==> src/frt_pkg.sv <==
// constants, register map and field layout of the free-running timer core
// assumes a 32-bit AHB-Lite register bus, one word per register
package frt_pkg;
  localparam int unsigned FRT_AW = 8;
  localparam logic [FRT_AW-1:0] FRT_OFF_CTRL_ONE = 8'h00;
  localparam logic [FRT_AW-1:0] FRT_OFF_CTRL_TWO = 8'h04;
  localparam logic [FRT_AW-1:0] FRT_OFF_STATUS = 8'h08;
  localparam logic [FRT_AW-1:0] FRT_OFF_CNT_HIGH = 8'h0C;
  localparam logic [FRT_AW-1:0] FRT_OFF_CNT_LOW = 8'h10;
  localparam logic [FRT_AW-1:0] FRT_OFF_ALT_HIGH = 8'h14;
  localparam logic [FRT_AW-1:0] FRT_OFF_ALT_LOW = 8'h18;
  localparam logic [FRT_AW-1:0] FRT_OFF_CMP2_HIGH = 8'h1C;
  localparam logic [FRT_AW-1:0] FRT_OFF_CMP2_LOW = 8'h20;

  localparam logic [15:0] FRT_CNT_RESET = 16'hFFFC;
  localparam logic [15:0] FRT_CNT_MAX = 16'hFFFF;

  // control one: bit 0 overflow interrupt enable
  localparam int unsigned FRT_C1_OVF_IE_BIT = 0;
  // control two: bits 1:0 clock select, bit 2 external edge select
  localparam int unsigned FRT_C2_SEL_LSB = 0;
  localparam int unsigned FRT_C2_EDGE_BIT = 2;
  // status: bit 0 overflow, bit 1 second capture, bit 2 second compare
  localparam int unsigned FRT_ST_OVF_BIT = 0;
  localparam int unsigned FRT_ST_CAP2_BIT = 1;
  localparam int unsigned FRT_ST_CMP2_BIT = 2;

  localparam logic [1:0] FRT_SEL_DIV4 = 2'h0;
  localparam logic [1:0] FRT_SEL_DIV2 = 2'h1;
  localparam logic [1:0] FRT_SEL_DIV8 = 2'h2;
  localparam logic [1:0] FRT_SEL_EXT = 2'h3;
  localparam logic [2:0] FRT_MASK_DIV2 = 3'h1;
  localparam logic [2:0] FRT_MASK_DIV4 = 3'h3;
  localparam logic [2:0] FRT_MASK_DIV8 = 3'h7;

  localparam logic [1:0] FRT_HTRANS_NONSEQ = 2'h2;
  localparam logic FRT_HRESP_OKAY = 1'b0;

  typedef struct packed {
    logic ovf_irq_en;
  } frt_ctrl_one_t;

  typedef struct packed {
    logic ext_edge_rise;
    logic [1:0] clk_sel;
  } frt_ctrl_two_t;

  typedef struct packed {
    logic fire;
    logic [FRT_AW-1:0] addr;
  } frt_access_t;
endpackage

==> src/frt_timer.sv <==
// free-running 16-bit timer counting core with an AHB-Lite register slave
// assumes pins synchronous to hclk; processor mask and halt come from the core
//
// Contract
// - sixteen-bit up-counter readable as two bytes
// - internal tick is clock divided 2, 4, 8
// - full cycle is 65536 ticks of prescaler
// - reset and only reload value is FFFC
// - low byte write forces counter to FFFC
// - alternate pair same value, never clears overflow
// - high byte read latches matching low byte
// - latched low holds until low byte read
// - after sequence, low read returns live byte
// - wrap FFFF to 0000 sets overflow flag
// - interrupt needs enable and clear processor mask
// - status read then main low access clears
// - wait mode leaves counter running
// - halt freezes counter, resumes held value
// - select 11 picks external pin, edge selectable
// - external pin sampled on the core clock
// - unbonded pin reads as constant one
// - second capture, compare flags held at zero
// - instances share nothing, stay count aligned
//
// Design decisions made here: the register addresses and the AHB-Lite interface to the registers.
`timescale 1ns/100ps
module frt_timer #(
  parameter bit EXT_PIN_BONDED = 1'b1
) (
  input wire logic hclk, // core clock, 250 MHz
  input wire logic hresetn, // async reset, active low
  input wire logic hsel, // slave select
  input wire logic [31:0] haddr, // byte address
  input wire logic [1:0] htrans, // transfer type
  input wire logic hwrite, // write when high
  input wire logic [2:0] hsize, // transfer size, word only
  input wire logic [31:0] hwdata, // write data
  input wire logic hready, // bus ready
  output logic [31:0] hrdata, // read data
  output logic hreadyout, // slave ready
  output logic hresp, // always okay
  input wire logic ext_timer_clock_pin, // external timer clock
  input wire logic cpu_irq_mask, // processor interrupt mask, high masks
  input wire logic halt_mode, // processor halted
  output logic timer_irq // overflow interrupt request
);
  import frt_pkg::*;

  function automatic logic div_tick(input logic [1:0] sel, input logic [2:0] presc);
    logic [2:0] mask;
    mask = FRT_MASK_DIV4;
    if (sel == FRT_SEL_DIV2) begin
      mask = FRT_MASK_DIV2;
    end else if (sel == FRT_SEL_DIV8) begin
      mask = FRT_MASK_DIV8;
    end
    div_tick = ((presc & mask) == mask);
  endfunction

  function automatic logic hit(input frt_access_t acc, input logic [FRT_AW-1:0] off);
    hit = acc.fire && (acc.addr == off);
  endfunction

  logic rd_pend_r;
  logic [FRT_AW-1:0] rd_addr_r;
  logic wr_pend_r;
  logic [FRT_AW-1:0] wr_addr_r;
  logic [31:0] hrdata_r;
  frt_ctrl_one_t ctrl_one_r;
  frt_ctrl_two_t ctrl_two_r;
  logic [15:0] cnt_r;
  logic [15:0] cnt_nxt;
  logic [2:0] presc_r;
  logic pin_r;
  logic pin_prev_r;
  logic ovf_flag_r;
  logic ovf_flag_nxt;
  logic clr_arm_r;
  logic clr_arm_nxt;
  logic [7:0] lat_r;
  logic lat_valid_r;
  logic irq_r;

  // bus side decode
  wire take = hsel && hready && htrans[1];
  wire frt_access_t rd_acc = '{fire: rd_pend_r, addr: rd_addr_r};
  wire frt_access_t wr_acc = '{fire: wr_pend_r, addr: wr_addr_r};
  wire rd_hi = hit(rd_acc, FRT_OFF_CNT_HIGH) || hit(rd_acc, FRT_OFF_ALT_HIGH);
  wire rd_main_lo = hit(rd_acc, FRT_OFF_CNT_LOW);
  wire rd_alt_lo = hit(rd_acc, FRT_OFF_ALT_LOW);
  wire rd_lo = rd_main_lo || rd_alt_lo;
  wire rd_status = hit(rd_acc, FRT_OFF_STATUS);
  wire wr_main_lo = hit(wr_acc, FRT_OFF_CNT_LOW);
  wire wr_lo = wr_main_lo || hit(wr_acc, FRT_OFF_ALT_LOW);
  wire wr_c1 = hit(wr_acc, FRT_OFF_CTRL_ONE);
  wire wr_c2 = hit(wr_acc, FRT_OFF_CTRL_TWO);
  wire main_lo_access = rd_main_lo || wr_main_lo;

  // counter clocking
  wire pin_eff = EXT_PIN_BONDED ? ext_timer_clock_pin : 1'b1;
  wire ext_sel = (ctrl_two_r.clk_sel == FRT_SEL_EXT);
  wire ext_edge = ctrl_two_r.ext_edge_rise ? (pin_r && !pin_prev_r) :
                  (!pin_r && pin_prev_r);
  wire int_tick = div_tick(ctrl_two_r.clk_sel, presc_r);
  // only halt gates counting; wait mode has no input here on purpose
  wire tick = !halt_mode && (ext_sel ? ext_edge : int_tick);
  wire ovf_set = tick && !wr_lo && (cnt_r == FRT_CNT_MAX);

  // a low write beats a tick in the same cycle
  assign cnt_nxt = wr_lo ? FRT_CNT_RESET :
                   tick ? cnt_r + 16'h0001 : cnt_r;

  // arming needs the flag seen set; any main low access disarms
  assign clr_arm_nxt = (rd_status && ovf_flag_r) ? 1'b1 :
                       main_lo_access ? 1'b0 : clr_arm_r;
  // set wins over clear; alt low and unarmed access never clear
  assign ovf_flag_nxt = ovf_set || (ovf_flag_r && !(main_lo_access && clr_arm_r));

  wire [7:0] low_view = lat_valid_r ? lat_r : cnt_r[7:0];
  wire [31:0] status_word = (32'(ovf_flag_r) << FRT_ST_OVF_BIT) |
                            (32'(1'b0) << FRT_ST_CAP2_BIT) |
                            (32'(1'b0) << FRT_ST_CMP2_BIT);
  logic [31:0] rd_val;
  always_comb begin
    rd_val = 32'h0000_0000;
    if (rd_addr_r == FRT_OFF_CTRL_ONE) begin
      rd_val = 32'(ctrl_one_r) << FRT_C1_OVF_IE_BIT;
    end else if (rd_addr_r == FRT_OFF_CTRL_TWO) begin
      rd_val = 32'(ctrl_two_r) << FRT_C2_SEL_LSB;
    end else if (rd_addr_r == FRT_OFF_STATUS) begin
      rd_val = status_word;
    end else if (rd_addr_r == FRT_OFF_CNT_HIGH || rd_addr_r == FRT_OFF_ALT_HIGH) begin
      rd_val = 32'(cnt_r[15:8]);
    end else if (rd_addr_r == FRT_OFF_CNT_LOW || rd_addr_r == FRT_OFF_ALT_LOW) begin
      rd_val = 32'(low_view);
    end
    // second compare words are write-only and read as zero
  end

  // reads take one wait state so read data always reflects earlier writes
  always_ff @(posedge hclk or negedge hresetn) begin
    if (!hresetn) begin
      rd_pend_r <= 1'b0;
      rd_addr_r <= '0;
      wr_pend_r <= 1'b0;
      wr_addr_r <= '0;
      hrdata_r <= 32'h0000_0000;
    end else begin
      rd_pend_r <= take && !hwrite;
      wr_pend_r <= take && hwrite;
      if (take) begin
        rd_addr_r <= haddr[FRT_AW-1:0];
        wr_addr_r <= haddr[FRT_AW-1:0];
      end
      if (rd_pend_r) begin
        hrdata_r <= rd_val;
      end
    end
  end

  always_ff @(posedge hclk or negedge hresetn) begin
    if (!hresetn) begin
      ctrl_one_r <= '0;
      ctrl_two_r <= '0;
    end else begin
      if (wr_c1) begin
        ctrl_one_r <= frt_ctrl_one_t'(hwdata[FRT_C1_OVF_IE_BIT]);
      end
      if (wr_c2) begin
        ctrl_two_r.clk_sel <= hwdata[FRT_C2_SEL_LSB +: 2];
        ctrl_two_r.ext_edge_rise <= hwdata[FRT_C2_EDGE_BIT];
      end
    end
  end

  // no shared prescaler: equal instances stay aligned from reset
  always_ff @(posedge hclk or negedge hresetn) begin
    if (!hresetn) begin
      cnt_r <= FRT_CNT_RESET;
      presc_r <= 3'h0;
      pin_r <= 1'b1;
      pin_prev_r <= 1'b1;
    end else begin
      cnt_r <= cnt_nxt;
      if (!halt_mode) begin
        presc_r <= presc_r + 3'h1;
      end
      // single-clock sampling; each pin level must be held for at least one clock
      pin_r <= pin_eff;
      pin_prev_r <= pin_r;
    end
  end

  always_ff @(posedge hclk or negedge hresetn) begin
    if (!hresetn) begin
      ovf_flag_r <= 1'b0;
      clr_arm_r <= 1'b0;
      lat_r <= 8'h00;
      lat_valid_r <= 1'b0;
      irq_r <= 1'b0;
    end else begin
      ovf_flag_r <= ovf_flag_nxt;
      clr_arm_r <= clr_arm_nxt;
      if (rd_hi && !lat_valid_r) begin
        lat_r <= cnt_r[7:0];
        lat_valid_r <= 1'b1;
      end else if (rd_lo) begin
        lat_valid_r <= 1'b0;
      end
      // stays pending in the flag until enable and mask allow it
      irq_r <= ovf_flag_r && ctrl_one_r.ovf_irq_en && !cpu_irq_mask;
    end
  end

  assign hrdata = hrdata_r;
  assign hreadyout = !rd_pend_r;
  assign hresp = FRT_HRESP_OKAY;
  assign timer_irq = irq_r;

  property p_load_value;
    @(posedge hclk) disable iff (!hresetn)
    wr_lo |=> (cnt_r == FRT_CNT_RESET);
  endproperty
  a_load_value: assert property (p_load_value) else $error("low write did not reload");

  property p_count_up;
    @(posedge hclk) disable iff (!hresetn)
    (tick && !wr_lo) |=> (cnt_r == $past(cnt_r) + 16'h0001);
  endproperty
  a_count_up: assert property (p_count_up) else $error("counter did not advance");

  property p_div2_gap;
    @(posedge hclk) disable iff (!hresetn)
    // halt in the tick cycle or the next one freezes the prescaler, so both must run
    (int_tick && ctrl_two_r.clk_sel == FRT_SEL_DIV2 && !halt_mode && !wr_c2)
      ##1 (!halt_mode && !wr_c2) |-> !int_tick ##1 int_tick;
  endproperty
  a_div2_gap: assert property (p_div2_gap) else $error("divide by two spacing wrong");

  property p_halt_hold;
    @(posedge hclk) disable iff (!hresetn)
    (halt_mode && !wr_lo) |=> $stable(cnt_r);
  endproperty
  a_halt_hold: assert property (p_halt_hold) else $error("counter moved in halt");

  property p_ovf_set;
    @(posedge hclk) disable iff (!hresetn)
    (tick && !wr_lo && cnt_r == FRT_CNT_MAX) |=> (ovf_flag_r && cnt_r == 16'h0000);
  endproperty
  a_ovf_set: assert property (p_ovf_set) else $error("wrap did not set overflow");

  property p_alt_keeps;
    @(posedge hclk) disable iff (!hresetn)
    (rd_alt_lo && ovf_flag_r) |=> ovf_flag_r;
  endproperty
  a_alt_keeps: assert property (p_alt_keeps) else $error("alternate low cleared flag");

  property p_clear;
    @(posedge hclk) disable iff (!hresetn)
    (main_lo_access && clr_arm_r && !ovf_set) |=> !ovf_flag_r;
  endproperty
  a_clear: assert property (p_clear) else $error("armed low access did not clear");

  property p_unarmed;
    @(posedge hclk) disable iff (!hresetn)
    (main_lo_access && !clr_arm_r && ovf_flag_r) |=> ovf_flag_r;
  endproperty
  a_unarmed: assert property (p_unarmed) else $error("unarmed access cleared flag");

  property p_latch_hold;
    @(posedge hclk) disable iff (!hresetn)
    (lat_valid_r && !rd_lo) |=> (lat_valid_r && $stable(lat_r));
  endproperty
  a_latch_hold: assert property (p_latch_hold) else $error("latched low changed");

  property p_live_low;
    @(posedge hclk) disable iff (!hresetn)
    (rd_lo && !lat_valid_r) |=> (hrdata_r == 32'($past(cnt_r[7:0])));
  endproperty
  a_live_low: assert property (p_live_low) else $error("live low byte wrong");

  property p_irq;
    @(posedge hclk) disable iff (!hresetn)
    (ovf_flag_r && ctrl_one_r.ovf_irq_en && !cpu_irq_mask) |=> timer_irq;
  endproperty
  a_irq: assert property (p_irq) else $error("interrupt not raised");

  property p_ext_step;
    @(posedge hclk) disable iff (!hresetn)
    (ext_sel && ext_edge && !halt_mode && !wr_lo) |=> (cnt_r == $past(cnt_r) + 16'h0001);
  endproperty
  a_ext_step: assert property (p_ext_step) else $error("external edge missed");

  property p_read_wait;
    @(posedge hclk) disable iff (!hresetn)
    (take && !hwrite) |=> !hreadyout ##1 hreadyout;
  endproperty
  a_read_wait: assert property (p_read_wait) else $error("read wait state wrong");

  property p_write_ready;
    @(posedge hclk) disable iff (!hresetn)
    (take && hwrite) |=> hreadyout;
  endproperty
  a_write_ready: assert property (p_write_ready) else $error("write got a wait state");

  property p_latch_take;
    @(posedge hclk) disable iff (!hresetn)
    (rd_hi && !lat_valid_r) |=> (lat_valid_r && lat_r == $past(cnt_r[7:0]));
  endproperty
  a_latch_take: assert property (p_latch_take) else $error("high read missed latch");

  property p_high_data;
    @(posedge hclk) disable iff (!hresetn)
    rd_hi |=> (hrdata_r == 32'($past(cnt_r[15:8])));
  endproperty
  a_high_data: assert property (p_high_data) else $error("high byte data wrong");

  // the latch is spent by the read that returns it
  property p_latched_low;
    @(posedge hclk) disable iff (!hresetn)
    (rd_lo && lat_valid_r) |=> (hrdata_r == 32'($past(lat_r)) && !lat_valid_r);
  endproperty
  a_latched_low: assert property (p_latched_low) else $error("latched low not returned");

  property p_arm;
    @(posedge hclk) disable iff (!hresetn)
    (rd_status && ovf_flag_r) |=> clr_arm_r;
  endproperty
  a_arm: assert property (p_arm) else $error("status read did not arm clear");

  property p_flag_keep;
    @(posedge hclk) disable iff (!hresetn)
    (!ovf_set && !main_lo_access) |=> $stable(ovf_flag_r);
  endproperty
  a_flag_keep: assert property (p_flag_keep) else $error("flag moved without cause");

  property p_status_read;
    @(posedge hclk) disable iff (!hresetn)
    rd_status |=> (hrdata_r == (32'($past(ovf_flag_r)) << FRT_ST_OVF_BIT));
  endproperty
  a_status_read: assert property (p_status_read) else $error("status word wrong");

  property p_cmp2_read;
    @(posedge hclk) disable iff (!hresetn)
    (rd_pend_r && (rd_addr_r == FRT_OFF_CMP2_HIGH || rd_addr_r == FRT_OFF_CMP2_LOW))
      |=> (hrdata_r == 32'h0000_0000);
  endproperty
  a_cmp2_read: assert property (p_cmp2_read) else $error("compare two readable");

  property p_irq_off;
    @(posedge hclk) disable iff (!hresetn)
    !(ovf_flag_r && ctrl_one_r.ovf_irq_en && !cpu_irq_mask) |=> !timer_irq;
  endproperty
  a_irq_off: assert property (p_irq_off) else $error("interrupt while blocked");

  // with the pin selected the internal divider must not move the count
  property p_ext_quiet;
    @(posedge hclk) disable iff (!hresetn)
    (ext_sel && !ext_edge && !wr_lo) |=> $stable(cnt_r);
  endproperty
  a_ext_quiet: assert property (p_ext_quiet) else $error("count moved without edge");

  property p_idle_hold;
    @(posedge hclk) disable iff (!hresetn)
    (!tick && !wr_lo) |=> $stable(cnt_r);
  endproperty
  a_idle_hold: assert property (p_idle_hold) else $error("count moved without tick");

  property p_presc_halt;
    @(posedge hclk) disable iff (!hresetn)
    halt_mode |=> $stable(presc_r);
  endproperty
  a_presc_halt: assert property (p_presc_halt) else $error("prescaler ran in halt");

  c_overflow: cover property (@(posedge hclk) disable iff (!hresetn) ovf_set);
  c_clear_seq: cover property (@(posedge hclk) disable iff (!hresetn)
    (rd_status && ovf_flag_r) ##[1:20] (main_lo_access && clr_arm_r));
  c_ext_tick: cover property (@(posedge hclk) disable iff (!hresetn) ext_sel && tick);
  c_latched: cover property (@(posedge hclk) disable iff (!hresetn) rd_lo && lat_valid_r);
  c_div2_run: cover property (@(posedge hclk) disable iff (!hresetn)
    int_tick && !halt_mode && ctrl_two_r.clk_sel == FRT_SEL_DIV2);
endmodule
==> config.mk <==
export PLATFORM = sky130hd
export DESIGN_NAME = frt_timer
export DESIGN_NICKNAME = d
export VERILOG_FILES = /design/src/frt_pkg.sv /design/src/frt_timer.sv
export SDC_FILE = /design/constraint.sdc
export NUM_CORES = 1
export LEC_CHECK = 0
export BUFFER_PORTS_ARGS = -buffer_cell sky130_fd_sc_hd__buf_2
export CORE_AREA = 2 2 113 115
export CTS_CLUSTER_DIAMETER = 100
export DETAILED_ROUTE_END_ITERATION = 8
export DIE_AREA = 0 0 115 117
export PLACE_DENSITY_LB_ADDON = 0.2
export SLEW_MARGIN = 5
export SYNTH_ARGS = -nofsm -noshare
export SYNTH_HDL_FRONTEND = slang
export SYNTH_SLANG_ARGS = --single-unit
==> constraint.sdc <==
create_clock -name hclk -period 1.9 [get_ports hclk]
set_input_delay 0.19 -clock hclk [delete_from_list [all_inputs] [get_ports hclk]]
set_output_delay 0.19 -clock hclk [all_outputs]
set_load 0.05 [all_outputs]
==> impl_results.html <==
<table>
<tr><th>Metric</th><th>Value</th></tr>
<tr><th colspan="2">Outcome</th></tr>
<tr><td>Result of the run</td><td>complete, but fails checks</td></tr>
<tr><td>Violated checks</td><td>negative setup slack</td></tr>
<tr><th colspan="2">Yosys</th></tr>
<tr><td>Number of warnings printed during yosys synthesis</td><td>0</td></tr>
<tr><td>Post-synthesis instance area</td><td>between 2000 and 3000 um^2</td></tr>
<tr><td>Number of different library cells in the post-synthesis netlist</td><td>47</td></tr>
<tr><td>Gate count after technology mapping</td><td>259</td></tr>
<tr><td>Post-Syn Area per Cell</td><td>11.17 um^2</td></tr>
<tr><td>Count of flip-flops with a built-in enable after synthesis</td><td>0</td></tr>
<tr><td>Flip-flop and latch count after synthesis</td><td>55</td></tr>
<tr><td>Fraction of registers with async set/reset</td><td>1.000</td></tr>
<tr><td>Most common flop cell mapped by yosys</td><td>sky130_fd_sc_hd__dfrtp_1</td></tr>
<tr><td>Part of the Yosys area used for sequential elements</td><td>0.4827</td></tr>
<tr><th colspan="2">Power</th></tr>
<tr><td>Maximum VDD drop</td><td>348.3 uV</td></tr>
<tr><td>Pwr/cell area</td><td>1177 nW/um^2</td></tr>
<tr><td>Sum of internal, switching and leakage power</td><td>4266 uW</td></tr>
<tr><td>Leak pwr</td><td>0.001595 uW</td></tr>
<tr><th colspan="2">STA</th></tr>
<tr><td>Relative slew slack</td><td>0.6304</td></tr>
<tr><td>Post-route setup slack</td><td>-0.1139 ns</td></tr>
<tr><td>Peak Freq</td><td>496.6 MHz</td></tr>
<tr><td>Fin crit period</td><td>between 2 and 2.5 ns</td></tr>
<tr><td>RSZ-0062 raised after global routing</td><td>true</td></tr>
<tr><td>WHS</td><td>0.03537 ns</td></tr>
<tr><td>Final hold vios</td><td>0</td></tr>
<tr><td>Final Slew Violations</td><td>0</td></tr>
<tr><td>Setup-failing EPs final</td><td>11</td></tr>
<tr><td>Setup Skew</td><td>0.005547 ns</td></tr>
<tr><td>Slew of the pin with the lowest slew margin</td><td>0.5533 ns</td></tr>
<tr><td>Final worst path period share</td><td>1.060</td></tr>
<tr><th colspan="2">Floorplanning</th></tr>
<tr><td>Die outline height</td><td>approximately 120 um</td></tr>
<tr><td>Initial Utilization</td><td>0.2350</td></tr>
<tr><td>Core region area</td><td>12310 um^2</td></tr>
<tr><td>Chip Width</td><td>115 um</td></tr>
<tr><td>Row cnt</td><td>41</td></tr>
<tr><td>Area enclosed by the die boundary</td><td>13460 um^2</td></tr>
<tr><td># IOs</td><td>112</td></tr>
<tr><th colspan="2">Placed design</th></tr>
<tr><td>IO Port Bufs</td><td>29</td></tr>
<tr><td>Half-perimeter wire length of the detailed placement result</td><td>4816 um</td></tr>
<tr><td>Placed Cells incl. Taps</td><td>450</td></tr>
<tr><td>Placer Congestion</td><td>0.7358</td></tr>
<tr><th colspan="2">GRT</th></tr>
<tr><td>Largest net degree at the start of global routing</td><td>56</td></tr>
<tr><td>Grt ovf</td><td>0</td></tr>
<tr><td>Vias in the first global route</td><td>2054</td></tr>
<tr><td>Number of antenna violations at the first check in global routing</td><td>0</td></tr>
<tr><td>Combined global-route utilization of all metal layers</td><td>0.1044</td></tr>
<tr><td>First-pass GRT wire length</td><td>10890 um</td></tr>
<tr><th colspan="2">Clock network</th></tr>
<tr><td>Clock-pin slew of the registers on the worst-case setup and hold paths</td><td>0.07 ns</td></tr>
<tr><td>Clock insertion delay at the later pin of the skew report</td><td>0.29 ns</td></tr>
<tr><td>Total number of clock tree sinks</td><td>between 50 and 60</td></tr>
<tr><td>Buffers from clock root to sink, at most</td><td>2</td></tr>
<tr><td>Total clock buffers created by CTS</td><td>5</td></tr>
<tr><td>Clock tree from TritonCTS</td><td>built</td></tr>
<tr><td>Root Buffer Master</td><td>sky130_fd_sc_hd__clkbuf_16</td></tr>
<tr><td>Level count of the clock H-tree</td><td>2</td></tr>
<tr><th colspan="2">Critical path</th></tr>
<tr><td>Worst flop-to-flop path endpoint</td><td>lat_r[4]</td></tr>
<tr><td>Worst reg2reg path depth</td><td>6</td></tr>
<tr><td>Critical path peak fanout</td><td>7</td></tr>
<tr><td>Worst EP arrival</td><td>between 2 and 2.5 ns</td></tr>
<tr><td>Critical Path, Cell by Cell</td><td>or4_4, nor2_8, and4_4, nor2b_4, buf_12, mux2_4</td></tr>
<tr><td>Critical Path End</td><td>lat_r[4]</td></tr>
<tr><td>Type of the setup path with the least slack</td><td>reg -&gt; reg</td></tr>
<tr><td>Reg2Reg Setup Slack</td><td>-0.11 ns</td></tr>
<tr><td>Startpoint of the worst register-to-register path</td><td>wr_addr_r[7]</td></tr>
<tr><td>Worst setup path startpoint</td><td>wr_addr_r[7]</td></tr>
<tr><td>Slowest stage cell, crit path</td><td>sky130_fd_sc_hd__or4_4</td></tr>
<tr><td>Max incr delay on CP</td><td>around 0.57 ns</td></tr>
<tr><td>Worst path required time</td><td>roughly 2.1 ns</td></tr>
<tr><td>Type of origin of the critical path</td><td>flip-flop</td></tr>
<tr><td>Element type at the critical path end</td><td>flip-flop</td></tr>
<tr><th colspan="2">Layout</th></tr>
<tr><td>Nets</td><td>394</td></tr>
<tr><td>Antenna cell count</td><td>0</td></tr>
<tr><td>Final standard cell count with taps included and fillers excluded</td><td>466</td></tr>
<tr><td>Layout area overhead</td><td>25.26%</td></tr>
<tr><td>Layout cells sized above 1</td><td>0.3987</td></tr>
<tr><td>Area of all sequential standard cells</td><td>1399 um^2</td></tr>
<tr><td># fillers</td><td>1280</td></tr>
<tr><td>Area used by multi-input combinational logic</td><td>1431 um^2</td></tr>
<tr><th colspan="2">Drt</th></tr>
<tr><td>Number of optimization iterations in the first detailed-route pass</td><td>4</td></tr>
<tr><td>Wire per inst</td><td>between 10 and 15 um</td></tr>
<tr><td>Routed wire length</td><td>6632 um</td></tr>
<tr><td>Total via count in the routed design</td><td>2076</td></tr>
<tr><td>Via-per-instance ratio</td><td>between 4 and 5</td></tr>
<tr><td>DRC Markers</td><td>0</td></tr>
<tr><td>Number of DRC violations after detailed-routing iteration 0</td><td>76</td></tr>
<tr><td>Antenna-violating nets left</td><td>0</td></tr>
<tr><th colspan="2">Flow run</th></tr>
<tr><td>Maxcap violations</td><td>0</td></tr>
<tr><th colspan="2">Worst hold path</th></tr>
<tr><td>Min-Delay Path Class</td><td>in -&gt; reg</td></tr>
</table>
worst max-delay path, delay by kind of cell (launching register included):
kind | cells | cell delay [ns]
simple gates | 4 | 1.09
flops | 1 | 0.38
mux | 1 | 0.29
buf+inv | 1 | 0.14
how the worst min path moves through the flow:
| stage | to | slack (ns) | start | cells after the start |
|---|---|---|---|---|
| final | timer_irq | 0.04 | cpu_irq_mask | 2 |
| after global routing | timer_irq | 0.04 | cpu_irq_mask | 2 |
| after CTS | timer_irq | 0.03 | cpu_irq_mask | 2 |
| after detailed placement | hrdata[6] | 0.22 | hresetn | 2 |
| after global placement | hrdata[6] | 0.22 | hresetn | 2 |
| after floorplan | clr_arm_r | -0.11 | hresetn | 0 |
cells in the final DEF, fill, tap and decap left out, types with 3 or more instances in the layout:
cell,n
sky130_fd_sc_hd__a221o_2,3
sky130_fd_sc_hd__conb_1,25
sky130_fd_sc_hd__dfrtp_1,37
sky130_fd_sc_hd__nor2b_1,4
sky130_fd_sc_hd__xnor2_1,9
sky130_fd_sc_hd__nor2_1,14
sky130_fd_sc_hd__mux2_4,9
sky130_fd_sc_hd__buf_6,3
sky130_fd_sc_hd__and4_1,11
sky130_fd_sc_hd__nor4_1,5
sky130_fd_sc_hd__and3_1,3
sky130_fd_sc_hd__clkbuf_16,5
sky130_fd_sc_hd__o2bb2ai_1,3
sky130_fd_sc_hd__buf_4,24
sky130_fd_sc_hd__nand3_1,6
sky130_fd_sc_hd__nor3_1,3
sky130_fd_sc_hd__buf_2,29
sky130_fd_sc_hd__mux2i_1,8
sky130_fd_sc_hd__o21ai_1,3
sky130_fd_sc_hd__dfstp_2,16
sky130_fd_sc_hd__o21ai_0,5
sky130_fd_sc_hd__nand4_1,6
sky130_fd_sc_hd__mux2_2,15
sky130_fd_sc_hd__nand2_1,14
sky130_fd_sc_hd__a31oi_1,7
timing repair:
action | 4_1_cts | 5_1_grt
hold buffers | 2 | 0
gates resized for setup | 10 | 23
endpoints found under the setup margin | 13 | 27
setup buffers | 3 | 3
pin swaps | 2 | 5
endpoints found under the hold margin | 40 | 0
metal layers:
layer / up-vias / GRT usage / wire length (um)
met1: 997 / 0.1424 / 3209
met5: - / 0 / 0
met2: 60 / 0.1659 / 3021
met3: 10 / 0.02678 / 320
met4: 0 / 0.02731 / 80
li1: 1009 / - / -
layout make-up:
class                   instances  share of cell area
multi-input cells             190              0.3950
flip-flops and latches         55              0.3860
repair buffers                 61              0.1198
well taps                     150             0.05180
clock buffers                   5             0.03453
clock inverters                 3             0.01070
inverters                       2            0.002072
flip-flops by register name, indices dropped and copies added, names as in the netlist:
| signal | count |
|---|---|
| lat_valid_r | 1 |
| wr_pend_r | 1 |
| presc_r | 3 |
| timer_irq | 1 |
| lat_r | 8 |
| wr_addr_r | 8 |
| ovf_flag_r | 1 |
| rd_pend_r | 1 |
| clr_arm_r | 1 |
| ctrl_one_r | 1 |
| hrdata | 8 |
| cnt_r | 16 |
| pin_prev_r | 1 |
| ctrl_two_r | 3 |
| pin_r | 1 |
cells in the mapped netlist, types with 2 or more instances:
| cell | instances | share of area |
|---|---|---|
| sky130_fd_sc_hd__and4_1 | 12 | 0.036 |
| sky130_fd_sc_hd__nand3_1 | 8 | 0.014 |
| sky130_fd_sc_hd__o21ai_0 | 10 | 0.017 |
| sky130_fd_sc_hd__a22oi_1 | 2 | 0.0052 |
| sky130_fd_sc_hd__a221o_2 | 3 | 0.012 |
| sky130_fd_sc_hd__dfrtp_1 | 39 | 0.34 |
| sky130_fd_sc_hd__nor2_1 | 14 | 0.018 |
| sky130_fd_sc_hd__ha_1 | 2 | 0.0086 |
| sky130_fd_sc_hd__buf_6 | 2 | 0.0078 |
| sky130_fd_sc_hd__mux2_2 | 24 | 0.093 |
| sky130_fd_sc_hd__o2bb2ai_1 | 4 | 0.012 |
| sky130_fd_sc_hd__a31oi_1 | 7 | 0.015 |
| sky130_fd_sc_hd__or2_0 | 2 | 0.0043 |
| sky130_fd_sc_hd__mux2i_1 | 8 | 0.028 |
| sky130_fd_sc_hd__clkbuf_1 | 5 | 0.0065 |
| sky130_fd_sc_hd__xnor2_1 | 9 | 0.027 |
| sky130_fd_sc_hd__buf_4 | 26 | 0.067 |
| sky130_fd_sc_hd__and2_1 | 2 | 0.0043 |
| sky130_fd_sc_hd__nor2b_1 | 4 | 0.0086 |
| sky130_fd_sc_hd__nor4_1 | 5 | 0.011 |
| sky130_fd_sc_hd__or3_1 | 2 | 0.0043 |
| sky130_fd_sc_hd__dfstp_2 | 16 | 0.15 |
| sky130_fd_sc_hd__a21oi_1 | 3 | 0.0052 |
| sky130_fd_sc_hd__a21o_1 | 2 | 0.0052 |
| sky130_fd_sc_hd__nor3_1 | 3 | 0.0052 |
| sky130_fd_sc_hd__nand4_1 | 6 | 0.013 |
| sky130_fd_sc_hd__and3_1 | 3 | 0.0065 |
| sky130_fd_sc_hd__buf_2 | 2 | 0.0035 |
| sky130_fd_sc_hd__nand2_1 | 15 | 0.019 |
| sky130_fd_sc_hd__nand2b_1 | 2 | 0.0043 |
stage by stage:
| step | cell area, um^2 | utilization | setup WS [ns] | setup TNS, ns |
|---|---|---|---|---|
| after global placement | 3264 | 0.2651 | -0.1139 | -0.9751 |
| after CTS | 3522 | 0.2861 | -0.1305 | -0.8928 |
| after detailed placement | 3264 | 0.2651 | -0.1494 | -1.195 |
| after global routing | 3623 | 0.2943 | -0.1855 | -2.016 |
| after floorplan | 2989 | - | -0.1584 | -1.267 |
| final | 3623 | 0.2943 | -0.1139 | -0.9361 |
cell families (layout without fill, tap and decap cells):
| kind of cell | Yosys count | in the layout | share of synthesized area |
|---|---|---|---|
| AND/OR/NAND/NOR | 84 | 84 | 0.1756 |
| flip-flops | 55 | 55 | 0.4827 |
| AO/OA/AOI/OAI | 38 | 38 | 0.09429 |
| buffers and inverters | 38 | 71 | 0.08910 |
| multiplexers | 32 | 32 | 0.1211 |
| XOR/XNOR | 9 | 9 | 0.02725 |
| adder cells (fa/ha/maj) | 2 | 2 | 0.008649 |
| other | 1 | 25 | 0.001296 |
power breakdown:
| part | internal (uW) | switching, uW | total (uW) |
|---|---|---|---|
| logic | 624 | 769 | 1390 |
| clock network | 616 | 427 | 1040 |
| registers | 1540 | 290 | 1830 |
| total | 2780 | 1490 | 4270 |
(Power assumes the default switching activity.)
